### src/shared/uab_pkg.sv
package uab_pkg;
   // =====================================================
   // register byte offsets
   localparam logic [7:0] ADDR_CTRL = 8'h00;
   localparam logic [7:0] ADDR_CLK_GATE = 8'h04;
   localparam logic [7:0] ADDR_PRESCALE = 8'h08;
   localparam logic [7:0] ADDR_CAP_MODE = 8'h0c;
   localparam logic [7:0] ADDR_PORT_DIR = 8'h10;
   localparam logic [7:0] ADDR_TX_DATA = 8'h14;
   localparam logic [7:0] ADDR_RX_DATA = 8'h18;
   localparam logic [7:0] ADDR_STATUS = 8'h1c;
   localparam logic [7:0] ADDR_ACCUM = 8'h20;
   localparam logic [7:0] ADDR_BAUD = 8'h24;
   // =====================================================
   // reset values and codes
   localparam logic [7:0] CLK_GATE_RST = 8'h00;
   localparam logic [7:0] PRESCALE_RST = 8'h00;
   localparam logic [7:0] CAP_MODE_RST = 8'h01;
   localparam logic [1:0] PORT_DIR_RST = 2'h3;
   localparam logic [7:0] RX_OK = 8'h00;
   localparam logic [7:0] RX_OVERRUN = 8'h01;
   localparam logic [7:0] RX_FRAME_ERR = 8'h02;
   localparam logic [7:0] RX_BUSY = 8'h80;
   localparam logic [7:0] TX_DONE = 8'h00;
   localparam int TX_BUSY_BIT = 7;
   localparam int CAP_CLK_BIT = 7;
   localparam logic [2:0] CAPTURE_COUNT = 3'h5;
   localparam logic [7:0] TRAINING_CHAR = 8'h55;
   localparam int SYSTEM_CLOCK_KHZ = 20000;
   localparam int DIV_LIMIT = 256;
   localparam int BITS_SPANNED = 8;
   localparam int SYS_CLK_MHZ = 250;
   localparam int PRESCALE_W = 4;
   localparam int PRESCALE_MAX = 15;

   typedef enum logic [2:0] {
      ST_IDLE = 3'b000,
      ST_ARMED = 3'b001,
      ST_CAPTURE = 3'b010,
      ST_COMPUTE = 3'b011,
      ST_DONE = 3'b100
   } uab_meas_t;

   typedef struct packed {
      logic [3:0] prescale;
      logic [6:0] div_upper;
   } uab_baud_t;
endpackage : uab_pkg

### src/rtl/uab_top.sv
`timescale 1ns/10ps
`default_nettype none
module uab_top #(
   parameter int CLOCK_KHZ = uab_pkg::SYSTEM_CLOCK_KHZ
) (
   // clock and reset
   input wire logic clock,
   input wire logic arst_n,
   // ahb-lite slave
   input wire logic hsel,
   input wire logic [31:0] haddr,
   input wire logic [1:0] htrans,
   input wire logic hwrite,
   input wire logic [2:0] hsize,
   input wire logic [31:0] hwdata,
   input wire logic hready,
   output logic [31:0] hrdata,
   output logic hreadyout,
   output logic hresp,
   // serial pins
   input wire logic receive_pin,
   output logic transmit_data_port,
   output logic [1:0] pin_oe_n,
   // results
   output uab_pkg::uab_baud_t baud_q,
   output logic baud_valid_q
);
   // =====================================================
   // register state
   logic [7:0] ctrl_q, peripheral_clock_gate_q, timer_clock_prescale_select_q, capture_channel_mode_high_q;
   logic [1:0] port_direction_reg_q;
   logic [7:0] rx_status_q, tx_status_q, rx_buf_q;
   logic rx_buf_full_q, tx_buffer_full_flag;
   logic [7:0] tx_hold_q;
   logic wr_ph_q, rd_ph_q;
   logic [7:0] addr_q;
   logic uart_en;
   logic start_edge_en_q;
   assign uart_en = ctrl_q[0];

   // =====================================================
   // pin synchroniser
   logic rx_meta_q, rx_sync_q, rx_prev_q;
   always_ff @(posedge clock or negedge arst_n) begin
      if (!arst_n) begin
         rx_meta_q <= 1'b1;
         rx_sync_q <= 1'b1;
         rx_prev_q <= 1'b1;
      end else begin
         rx_meta_q <= receive_pin;
         rx_sync_q <= rx_meta_q;
         rx_prev_q <= rx_sync_q;
      end
   end
   logic rx_fall, rx_rise;
   assign rx_fall = rx_prev_q & ~rx_sync_q;
   assign rx_rise = ~rx_prev_q & rx_sync_q;

   // =====================================================
   // timer clocks: divide by 2**field, counter stopped while gated off
   logic tau_on;
   logic [15:0] pre_cnt_q;
   logic [15:0] pre_cnt_d;
   logic tick_a, tick_b, tick_cap;
   assign tau_on = peripheral_clock_gate_q[0];
   assign pre_cnt_d = pre_cnt_q + 16'h0001;
   always_ff @(posedge clock or negedge arst_n) begin
      if (!arst_n) pre_cnt_q <= 16'h0000;
      else if (tau_on) pre_cnt_q <= pre_cnt_d;
   end
   function automatic logic tick_of(input logic [15:0] cnt, input logic [3:0] sel);
      logic [15:0] mask;
      mask = (16'h0001 << sel) - 16'h0001;
      return (cnt & mask) == mask;
   endfunction : tick_of
   assign tick_a = tau_on & tick_of(pre_cnt_q, timer_clock_prescale_select_q[3:0]);
   assign tick_b = tau_on & tick_of(pre_cnt_q, timer_clock_prescale_select_q[7:4]);
   // the clock choice itself is left to software; the bit steers both the count and the prescale field used for the divisor
   assign tick_cap = capture_channel_mode_high_q[uab_pkg::CAP_CLK_BIT] ? tick_b : tick_a;

   // =====================================================
   // measurement sequencer
   uab_pkg::uab_meas_t meas_q;
   logic [15:0] cap_cnt_q;
   logic [15:0] acc_lo_q;
   logic [7:0] acc_hi_q;
   logic [2:0] remain_q;
   logic [16:0] lo_sum;
   logic start_meas, send_check_q;
   assign lo_sum = {1'b0, acc_lo_q} + {1'b0, cap_cnt_q};
   assign start_meas = ctrl_q[1] & (meas_q == uab_pkg::ST_IDLE);

   always_ff @(posedge clock or negedge arst_n) begin
      if (!arst_n) begin
         meas_q <= uab_pkg::ST_IDLE;
         start_edge_en_q <= 1'b0;
         remain_q <= 3'h0;
         acc_lo_q <= 16'h0000;
         acc_hi_q <= 8'h00;
         cap_cnt_q <= 16'h0000;
      end else begin
         if (tick_cap && meas_q == uab_pkg::ST_CAPTURE) cap_cnt_q <= cap_cnt_q + 16'h0001;
         case (meas_q)
            uab_pkg::ST_IDLE: begin
               if (start_meas) begin
                  meas_q <= uab_pkg::ST_ARMED;
                  start_edge_en_q <= 1'b1;
                  remain_q <= uab_pkg::CAPTURE_COUNT;
               end
            end
            uab_pkg::ST_ARMED: begin
               if (rx_fall && start_edge_en_q && tau_on) begin
                  meas_q <= uab_pkg::ST_CAPTURE;
                  start_edge_en_q <= 1'b0;
                  acc_lo_q <= 16'h0000;
                  acc_hi_q <= 8'h00;
                  cap_cnt_q <= 16'h0000;
               end
            end
            uab_pkg::ST_CAPTURE: begin
               if (rx_rise) begin
                  // the edge cycle itself belongs to the next interval, so none is lost
                  cap_cnt_q <= {15'h0000, tick_cap};
                  remain_q <= remain_q - 3'h1;
                  if (remain_q != uab_pkg::CAPTURE_COUNT) begin
                     acc_lo_q <= lo_sum[15:0];
                     acc_hi_q <= acc_hi_q + {7'h00, lo_sum[16]};
                  end
                  if (remain_q == 3'h1) meas_q <= uab_pkg::ST_COMPUTE;
               end
            end
            uab_pkg::ST_COMPUTE: meas_q <= uab_pkg::ST_DONE;
            uab_pkg::ST_DONE: begin
               if (!ctrl_q[1]) meas_q <= uab_pkg::ST_IDLE;
            end
            default: meas_q <= uab_pkg::ST_IDLE;
         endcase
      end
   end

   // =====================================================
   // baud computation: bit width in capture ticks, scaled to system clock
   // ticks are the capture clock, so the divisor is bit ticks times 2**sel
   logic [23:0] bit_ticks;
   logic [3:0] cap_sel;
   logic [39:0] divisor;
   logic [3:0] pre_pick;
   logic [39:0] scaled;
   logic [8:0] up;
   assign bit_ticks = {acc_hi_q, acc_lo_q} / 24'(uab_pkg::BITS_SPANNED);
   assign cap_sel = capture_channel_mode_high_q[uab_pkg::CAP_CLK_BIT]
      ? timer_clock_prescale_select_q[7:4] : timer_clock_prescale_select_q[3:0];
   assign divisor = {16'h0000, bit_ticks} << cap_sel;
   always_comb begin
      pre_pick = 4'h0;
      scaled = divisor;
      for (int i = uab_pkg::PRESCALE_MAX; i >= 0; i--) begin
         if ((divisor >> i) <= 40'(uab_pkg::DIV_LIMIT) && (divisor >> i) != 40'h0) begin
            pre_pick = 4'(i);
            scaled = divisor >> i;
         end
      end
      if (scaled > 40'(uab_pkg::DIV_LIMIT)) scaled = 40'(uab_pkg::DIV_LIMIT);
      up = 9'((scaled[8:0] + 9'h001) >> 1) - 9'h001;
   end
   // baud in bps for software readback: khz * 1000 / divisor
   logic [31:0] baud_bps_q;
   always_ff @(posedge clock or negedge arst_n) begin
      if (!arst_n) begin
         baud_q <= '0;
         baud_valid_q <= 1'b0;
         baud_bps_q <= 32'h0;
      end else if (meas_q == uab_pkg::ST_COMPUTE) begin
         baud_q.prescale <= pre_pick;
         baud_q.div_upper <= up[6:0];
         baud_valid_q <= 1'b1;
         baud_bps_q <= (divisor == 40'h0) ? 32'h0 : 32'((40'(CLOCK_KHZ) * 40'd1000) / divisor);
      end else if (start_meas) begin
         baud_valid_q <= 1'b0;
      end
   end

   // =====================================================
   // transmitter at the corrected rate
   logic [15:0] bit_div;
   logic [15:0] tx_cnt_q;
   logic [3:0] tx_bit_q;
   logic [9:0] tx_shift_q;
   logic tx_active_q;
   logic tx_start;
   assign bit_div = 16'(({24'h0, up[6:0], 1'b1} + 32'h1) << baud_q.prescale);
   assign tx_start = tx_buffer_full_flag & ~tx_active_q;
   always_ff @(posedge clock or negedge arst_n) begin
      if (!arst_n) begin
         tx_active_q <= 1'b0;
         tx_cnt_q <= 16'h0000;
         tx_bit_q <= 4'h0;
         tx_shift_q <= 10'h3ff;
      end else if (tx_start) begin
         tx_active_q <= 1'b1;
         tx_shift_q <= {1'b1, tx_hold_q, 1'b0};
         tx_cnt_q <= 16'h0000;
         tx_bit_q <= 4'h0;
      end else if (tx_active_q) begin
         if (tx_cnt_q >= bit_div - 16'h0001) begin
            tx_cnt_q <= 16'h0000;
            tx_shift_q <= {1'b1, tx_shift_q[9:1]};
            tx_bit_q <= tx_bit_q + 4'h1;
            if (tx_bit_q == 4'h9) tx_active_q <= 1'b0;
         end else begin
            tx_cnt_q <= tx_cnt_q + 16'h0001;
         end
      end
   end
   logic tx_end;
   assign tx_end = tx_active_q && tx_bit_q == 4'h9 && tx_cnt_q >= bit_div - 16'h0001;
   assign transmit_data_port = tx_shift_q[0];
   assign pin_oe_n = port_direction_reg_q;

   // =====================================================
   // receiver: samples mid-bit once the rate is known
   logic rx_act_q;
   logic [15:0] rx_cnt_q;
   logic [3:0] rx_bit_q;
   logic [8:0] rx_sh_q;
   logic rx_end;
   logic rx_end_q;
   // one cycle after the stop sample, so the shifter already holds the stop bit
   assign rx_end = rx_end_q;
   always_ff @(posedge clock or negedge arst_n) begin
      if (!arst_n) begin
         rx_act_q <= 1'b0;
         rx_cnt_q <= 16'h0000;
         rx_bit_q <= 4'h0;
         rx_sh_q <= 9'h000;
         rx_end_q <= 1'b0;
      end else if (!rx_act_q) begin
         rx_end_q <= 1'b0;
         if (uart_en && baud_valid_q && rx_fall && meas_q != uab_pkg::ST_CAPTURE) begin
            rx_act_q <= 1'b1;
            rx_cnt_q <= {1'b0, bit_div[15:1]};
            rx_bit_q <= 4'h0;
         end
      end else if (rx_cnt_q == 16'h0000) begin
         rx_sh_q <= {rx_sync_q, rx_sh_q[8:1]};
         rx_cnt_q <= bit_div - 16'h0001;
         rx_bit_q <= rx_bit_q + 4'h1;
         rx_end_q <= rx_bit_q == 4'h9;
         if (rx_bit_q == 4'h9) rx_act_q <= 1'b0;
      end else begin
         rx_end_q <= 1'b0;
         rx_cnt_q <= rx_cnt_q - 16'h0001;
      end
   end

   // =====================================================
   // ahb-lite slave, zero wait states
   logic rd_rx;
   logic wr_tx_ok;
   always_ff @(posedge clock or negedge arst_n) begin
      if (!arst_n) begin
         wr_ph_q <= 1'b0;
         rd_ph_q <= 1'b0;
         addr_q <= 8'h00;
      end else if (hready) begin
         wr_ph_q <= hsel & htrans[1] & hwrite;
         rd_ph_q <= hsel & htrans[1] & ~hwrite;
         addr_q <= haddr[7:0];
      end
   end
   assign hreadyout = 1'b1;
   assign hresp = 1'b0;
   assign rd_rx = rd_ph_q && addr_q == uab_pkg::ADDR_RX_DATA;
   assign wr_tx_ok = wr_ph_q && addr_q == uab_pkg::ADDR_TX_DATA && !tx_buffer_full_flag;

   always_ff @(posedge clock or negedge arst_n) begin
      if (!arst_n) begin
         ctrl_q <= 8'h00;
         peripheral_clock_gate_q <= uab_pkg::CLK_GATE_RST;
         timer_clock_prescale_select_q <= uab_pkg::PRESCALE_RST;
         capture_channel_mode_high_q <= uab_pkg::CAP_MODE_RST;
         port_direction_reg_q <= uab_pkg::PORT_DIR_RST;
      end else if (wr_ph_q) begin
         case (addr_q)
            uab_pkg::ADDR_CTRL: ctrl_q <= hwdata[7:0];
            uab_pkg::ADDR_CLK_GATE: peripheral_clock_gate_q <= hwdata[7:0];
            uab_pkg::ADDR_PRESCALE: timer_clock_prescale_select_q <= hwdata[7:0];
            uab_pkg::ADDR_CAP_MODE: capture_channel_mode_high_q <= hwdata[7:0];
            uab_pkg::ADDR_PORT_DIR: port_direction_reg_q <= hwdata[1:0];
            default: ;
         endcase
      end
   end

   // transmit holding register; once the rate is set the check character is queued if the register is empty and no data write lands then
   always_ff @(posedge clock or negedge arst_n) begin
      if (!arst_n) begin
         tx_buffer_full_flag <= 1'b0;
         tx_hold_q <= 8'h00;
         tx_status_q <= uab_pkg::TX_DONE;
         send_check_q <= 1'b0;
      end else begin
         send_check_q <= meas_q == uab_pkg::ST_COMPUTE;
         if (tx_start) tx_buffer_full_flag <= 1'b0;
         if (wr_tx_ok) begin
            tx_buffer_full_flag <= 1'b1;
            tx_hold_q <= hwdata[7:0];
         end else if (send_check_q && !tx_buffer_full_flag) begin
            tx_buffer_full_flag <= 1'b1;
            tx_hold_q <= uab_pkg::TRAINING_CHAR;
         end
         // start wins over end when both land together
         if (wr_tx_ok || (send_check_q && !tx_buffer_full_flag)) tx_status_q[uab_pkg::TX_BUSY_BIT] <= 1'b1;
         else if (tx_end && !tx_buffer_full_flag) tx_status_q <= uab_pkg::TX_DONE;
      end
   end

   // receive buffer and status
   always_ff @(posedge clock or negedge arst_n) begin
      if (!arst_n) begin
         rx_status_q <= uab_pkg::RX_BUSY;
         rx_buf_q <= 8'h00;
         rx_buf_full_q <= 1'b0;
      end else begin
         if (rx_end) begin
            if (rx_buf_full_q && !rd_rx) rx_status_q <= uab_pkg::RX_OVERRUN;
            else if (!rx_sh_q[8]) rx_status_q <= uab_pkg::RX_FRAME_ERR;
            else begin
               rx_status_q <= uab_pkg::RX_OK;
               rx_buf_q <= rx_sh_q[7:0];
               rx_buf_full_q <= 1'b1;
            end
         end else if (rd_rx) begin
            rx_status_q <= uab_pkg::RX_BUSY;
            rx_buf_full_q <= 1'b0;
         end else if (wr_ph_q && addr_q == uab_pkg::ADDR_CTRL && hwdata[0]) begin
            rx_status_q <= uab_pkg::RX_BUSY;
         end
      end
   end

   // read mux
   always_ff @(posedge clock or negedge arst_n) begin
      if (!arst_n) hrdata <= 32'h0;
      else if (hready && hsel && htrans[1] && !hwrite) begin
         case (haddr[7:0])
            uab_pkg::ADDR_CTRL: hrdata <= {24'h0, ctrl_q};
            uab_pkg::ADDR_CLK_GATE: hrdata <= {24'h0, peripheral_clock_gate_q};
            uab_pkg::ADDR_PRESCALE: hrdata <= {24'h0, timer_clock_prescale_select_q};
            uab_pkg::ADDR_CAP_MODE: hrdata <= {24'h0, capture_channel_mode_high_q};
            uab_pkg::ADDR_PORT_DIR: hrdata <= {30'h0, port_direction_reg_q};
            uab_pkg::ADDR_RX_DATA: hrdata <= {24'h0, rx_buf_q};
            uab_pkg::ADDR_STATUS: hrdata <= {9'h000, meas_q, tx_buffer_full_flag, baud_valid_q,
               rx_buf_full_q, tx_active_q, rx_status_q, tx_status_q};
            uab_pkg::ADDR_ACCUM: hrdata <= {8'h0, acc_hi_q, acc_lo_q};
            uab_pkg::ADDR_BAUD: hrdata <= {baud_bps_q[20:0], baud_q};
            default: hrdata <= 32'h0;
         endcase
      end
   end
endmodule : uab_top
`default_nettype wire

### config.mk
export PLATFORM = sky130hd
export DESIGN_NAME = uab_top
export DESIGN_NICKNAME = d
export VERILOG_FILES = /design/src/shared/uab_pkg.sv /design/src/rtl/uab_top.sv
export SDC_FILE = /design/constraint.sdc
export NUM_CORES = 2
export LEC_CHECK = 0
export BUFFER_PORTS_ARGS = -buffer_cell sky130_fd_sc_hd__buf_2
export CORE_MARGIN = 2
export CORE_UTILIZATION = 40
export DETAILED_ROUTE_END_ITERATION = 8
export PLACE_DENSITY = 0.52
export SYNTH_ARGS = -nofsm -noshare
export SYNTH_HDL_FRONTEND = slang
export SYNTH_SLANG_ARGS = --single-unit
### constraint.sdc
create_clock -name clock -period 146.4 [get_ports clock]
set_input_delay 21.96 -clock clock [delete_from_list [all_inputs] [get_ports clock]]
set_output_delay 21.96 -clock clock [all_outputs]
set_load 0.005 [all_outputs]
Yosys cells after proc, flatten, opt, wreduce, memory -nomap -nowiden
Cells that the tools add are included.

word-level totals
  input bits = 75
  logic and storage cells = 317
  bits in registers = 265
  output and inout bits = 49

operators by class
  bitwise gates (word level) = 16
  eq/ne operators = 34
  $lt $le $gt $ge = 18
  shift-type cells = 4
  mux-type cells = 104
  div/mod/pow operators = 1
  reduce and logical (&&, ||, !) cells = 86
  add/sub/neg operators = 15

operators by type and width
  operator                                                        count
  two-way mux 40 bit                                              16
  nonzero test 40 bit                                             16
  case mux 32 bit (9 select lines)                                1
  two-way mux 16 bit                                              12
  two-way mux 4 bit                                               23
  two-way mux 8 bit                                               11
  case mux 16 bit (2 select lines)                                2
  subtractor 16 x 1 -> 16 bit, second input constant              4
  adder 16 x 1 -> 16 bit, second input constant                   3
  == test 8 x 5 -> 1 bit, second input constant                   6
  divider 25 x 40 -> 40 bit, first input constant                 1
  greater-than comparator 40 x 9 -> 1 bit, second input constant  1
  <= comparator 40 x 9 -> 1 bit, second input constant            1
  logical NOT 40 bit                                              1
  left shift 21 x 4 -> 40 bit                                     1
  <= comparator 39 x 9 -> 1 bit, second input constant            1
  <= comparator 38 x 9 -> 1 bit, second input constant            1
  <= comparator 37 x 9 -> 1 bit, second input constant            1
  <= comparator 36 x 9 -> 1 bit, second input constant            1
  <= comparator 35 x 9 -> 1 bit, second input constant            1
  logical AND 1 bit                                               35
  <= comparator 34 x 9 -> 1 bit, second input constant            1
  <= comparator 33 x 9 -> 1 bit, second input constant            1
  bitwise AND 16 bit                                              2
  other kinds (52)                                                135

Longest topological paths before layout
  depth in word-level cells = 32
  gate-level depth with buffers = 543
  mapped depth without buffers = 484

Least setup slack after synthesis
No wires, ideal clock.

  path type = register -> register
  start point = register capture_channel_mode_high_q[7]
  end point = register baud_bps_q[0]
  library setup time = 0.131 ns
  stages on the path, launching flop included = 511
  path slack = 42.457 ns
  data required time = 146.269 ns
  period minus slack after synthesis = 103.943 ns
  arrival time = 103.812 ns
  cells stage by stage = dfrtp_1 > buf_6 > buf_2 > clkbuf_1 > nor3_1 > o21ai_1 > nor2_1 > buf_2 > clkinv_1 > clkbuf_1 > clkbuf_1 > clkbuf_1 > clkbuf_1 > buf_1 > clkbuf_1 > clkbuf_1 > ha_1 > o21a_1 > (+475 left out) > ha_1 > a21o_1 > a21oi_1 > nor2b_1 > o21ai_0 > nand2b_1 > a21oi_1 > nor2b_1 > o21ai_0 > nand2b_1 > a221o_1 > a21oi_1 > nor2b_1 > o21ai_0 > nand3_1 > o21a_1 > o31ai_1 > nand3_1

on the way
  cells in the longest elaborated chain, start to end = 4
  elaborated cells on any way between the ends = 5
  classes of those cells = div: 1; shift: 1; mux: 2; reduce/logical: 1

RTL lines
  what                                                             line            RTL
  start, declared                                                  uab_top.sv:30   logic [7:0] ctrl_q, peripheral_clock_gate_q, timer_clock_prescale_select_q, capture_channel_mode_high_q;
  start signal, assigned                                           uab_top.sv:281  capture_channel_mode_high_q <= uab_pkg::CAP_MODE_RST;
  start signal, assigned                                           uab_top.sv:288  uab_pkg::ADDR_CAP_MODE: capture_channel_mode_high_q <= hwdata[7:0];
  two-way mux 4 bit *                                              uab_top.sv:152  ? timer_clock_prescale_select_q[7:4] : timer_clock_prescale_select_q[3:0];
  left shift 21 x 4 -> 40 bit *                                    uab_top.sv:153  assign divisor = {16'h0000, bit_ticks} << cap_sel;
  divider 25 x 40 -> 40 bit or logical NOT 40 bit (tied branches)  uab_top.sv:177  baud_bps_q <= (divisor == 40'h0) ? 32'h0 : 32'((40'(CLOCK_KHZ) * 40'd1000) / divisor);
  two-way mux 21 bit *                                             uab_top.sv:177
  end signal, assigned                                             uab_top.sv:177
  end, declared                                                    uab_top.sv:167  logic [31:0] baud_bps_q;

Mark *: on every way between the ends. The rest lies on a longest branch, timed or not.
A chain may end at the register's enable or synchronous reset.

Worst setup path in the final report
Ends and elaborated chain as after synthesis.

==> impl_metrics.yaml <==
cts:
  clock_latency_ns: 0.61
  clockRootBuffer: "clkbuf_16"
  path_clk_slew_ns: 0.06
  post_cts.repair.setup_buffers: 0
  htreeDepth: 1
  cts_resized: 0
  cts_tree: "yes"
  cts_buffers: 31
  cts_sinks: 258
  hold_buffers: 0
  cts_buffer_depth: 3
yosys:
  yosysTopAreaCell: "ha_1"
  synth_flop_cell: "dfrtp_1"
  synthCells: 8962
  ys_warn_count: 0
  netlist.area_leader.share: 0.1608
  yosysSeqAreaShare: 0.1008
  synth-async-reset-ratio: 1.000
  synth_edf_count: 0
  netlist_area_sq_um: 64270
  ys_seq_elements: 258
  synth_area_leaders: "ha_1, dfrtp_1, a21oi_1, xnor2_1, nand2_1"
  yosysUniqueCellTypes: 121
  avgSynthCellArea_sq_um: 7.172
die:
  core_area_sq_um: 160000
  ios: 124
  num_rows: 147
  die_width_microns: 404.9
  die_h_microns: 404.9
  die-area_sq_um: 163900
  start_util: 0.4017
layout:
  layout-drive-gt1-share: 0.08286
  area_growth_pct: 6.303
  nets: 9779
  fin_cells: 10980
timing:
  drv_slew: 0
  finalWorstPathRequiredPeriod_ns: 124.80
  fin_crit_sh: 0.8524
  tns_ns: 0
  worst_pin_slew_ns: 1.294
  grt_setup_unrepaired: "false"
  skew_ns: 0.01008
  max_freq_mhz: 8.013
  finalSetupViolCount: 0
  slew-limit-headroom: 0.1263
  finalHoldViolations: 0
routing:
  wirelength_microns: 259500
  wl_per_cell_microns: 23.63
  drt_iter0_markers: 6257
  ant_nets: 0
  vias_per_cell: 6.281
  firstDrtPassIters: 6
  drc: 0
  num_vias: 68990
worst_hold_path:
  hold_path.class: "flop to flop"
  holdPathEnd: "rx_sync_q"
  hold_path_startpoint: "rx_meta_q"
  hold_depth: 0
setup_path:
  r2r_start: "capture_channel_mode_high_q[7]"
  crit_top_cell: "o21ai_0"
  crit_path_end_kind: "flop"
  critPathLaunchType: "flop"
  cp.required_ns: 146.85
  critical-path-slowest-cell: "o31ai_1"
  r2r_end: "baud_bps_q[0]"
  worstPathMaxFanout: 49
  worstPathArrival_ns: 125.24
  crit_type: "flop to flop"
  rrSetupSlack_ns: 21.60
  rr_worst_depth: 463
  max_stage_delay_ns: 0.95
placement:
  dp_hpwl_microns: 202300
  placedCellCount: 10920
  port_buffers: 69
  gp_congestion: 0.9873
job:
  drv_cap: 0
global_routing:
  grt_usage: 0.3038
  grt_pass1_wl_microns: 392500
  grt_pass1_vias: 64620
  grt_max_degree: 150
  antenna_found_initial: 3
  grt_overflow: 0
outcome:
  status: "finished, final reports clean"
how the worst max path moves through the flow:
stage                                         startpoint       endpoint  depth (start not counted)
after global routing      capture_channel_mode_high_q[7]  baud_bps_q[0]                        471
after floorplan           capture_channel_mode_high_q[7]  baud_bps_q[0]                        510
after detailed placement  capture_channel_mode_high_q[7]  baud_bps_q[0]                        467
final                     capture_channel_mode_high_q[7]  baud_bps_q[0]                        463
after CTS                 capture_channel_mode_high_q[7]  baud_bps_q[0]                        467
after global placement    capture_channel_mode_high_q[7]  baud_bps_q[0]                        467
per-stage QoR:
stage	utilization	worst slack [ns]	hold WS, ns	cell area (sq um)
5_1_grt	0.4270	13.13	0.3646	68320
6_report	0.4270	21.60	0.3606	68330
3_3_place_gp	0.4201	23.93	0.3524	67220
2_1_floorplan	-	42.46	0.3452	64280
3_5_place_dp	0.4201	23.66	0.3499	67220
4_1_cts	0.4270	23.15	0.3627	68320
cells by family (layout without fill, tap and decap cells):
group / after synthesis / count (layout) / synth area share
and+or+nand+nor: 3039 / 3039 / 0.2215
adders and majority gates: 834 / 834 / 0.1633
buffers and inverters: 691 / 623 / 0.04222
DFF: 258 / 258 / 0.1008
AOI/OAI and AO/OA: 3141 / 3141 / 0.3206
other: 2 / 5 / 0.0001168
muxes: 341 / 341 / 0.06177
xor gates and xnor gates: 656 / 656 / 0.08980
registers in the layout, indices dropped and copies added (netlist names), 11 cells and up:
register and count:
tx_cnt_q 16, baud_q 11, baud_bps_q 21, rx_cnt_q 16, acc_lo_q 16, cap_cnt_q 16
hrdata 32, pre_cnt_q 15
per-layer routing:
| layer | routed length [microns] | vias up | track usage |
|---|---|---|---|
| met5 | 0 | - | 0 |
| li1 | - | 33130 | - |
| met1 | 118500 | 33030 | 0.4197 |
| met2 | 115300 | 2438 | 0.4938 |
| met4 | 9276 | 0 | 0.09774 |
| met3 | 16470 | 395 | 0.02988 |
cells in the mapped netlist (45+ instances only):
cell type / number
a31oi_1: 142
nand2b_1: 141
and2_1: 61
nand4_1: 81
a21o_1: 376
nor2b_1: 96
and3_1: 93
nor3_1: 201
mux2i_1: 81
o211ai_1: 98
o31a_1: 45
nor2_1: 893
xnor2_1: 407
dfrtp_1: 242
inv_1: 334
mux2_2: 233
xor2_1: 247
clkbuf_1: 266
or3_1: 62
or2_2: 47
o21bai_1: 117
o31ai_1: 81
ha_1: 826
a21oi_1: 798
nand3_1: 255
o21a_1: 178
o21ai_0: 623
nand2_1: 916
a211oi_1: 111
layout make-up:
| cell class | instances | area (sq um) |
|---|---|---|
| antenna | 2 | 5.005 |
| clock buffer | 47 | 925.9 |
| clock inverter | 11 | 176.4 |
| fill | 16740 | 91690 |
| inverter | 340 | 1279 |
| multi-input combinational | 8014 | 55310 |
| sequential | 258 | 6476 |
| tap | 2086 | 2610 |
| timing repair buffer | 225 | 1539 |
worst max-delay path, delay by kind of cell (launching register included):
kind	cells	cell delay, ns
AOI/OAI and AO/OA	283	73.48
adders and majority gates	41	14.08
buffers and inverters	35	10.25
DFF	1	0.68
muxes	6	2.29
and+or+nand+nor	98	23.40
placed cells by master, fill, tap and decap left out, types with 29 or more instances in the layout:
cell type  netlist  final
a211o_1         34     34
a211oi_1       111    109
a21boi_0        37     37
a21o_1         376    376
a21oi_1        798    793
a221oi_1        42     42
a22o_1          29     29
a22oi_1         39     39
a31oi_1        142    140
and2_1          61     61
and3_1          93     93
buf_2           30     68
buf_4            4    155
clkbuf_16        0     31
dfrtp_1        242    242
ha_1           826    826
inv_1          334    320
mux2_2         233    233
mux2i_1         81     79
nand2_1        916    915
nand2b_1       141    141
nand3_1        255    255
nand4_1         81     81
nor2_1         893    887
nor2b_1         96     96
nor3_1         201    200
nor4_1          39     39
o2111ai_1       31     31
o211ai_1        98     98
o21a_1         178    178
o21ai_0        623    616
o21bai_1       117    117
o22ai_1         32     32
o31a_1          45     45
o31ai_1         81     79
or2_2           47     48
or3_1           62     61
xnor2_1        407    407
xor2_1         247    247
Power is not shown: default switching activity piles up to over one toggle a cycle in this logic, so the estimate is an artifact.
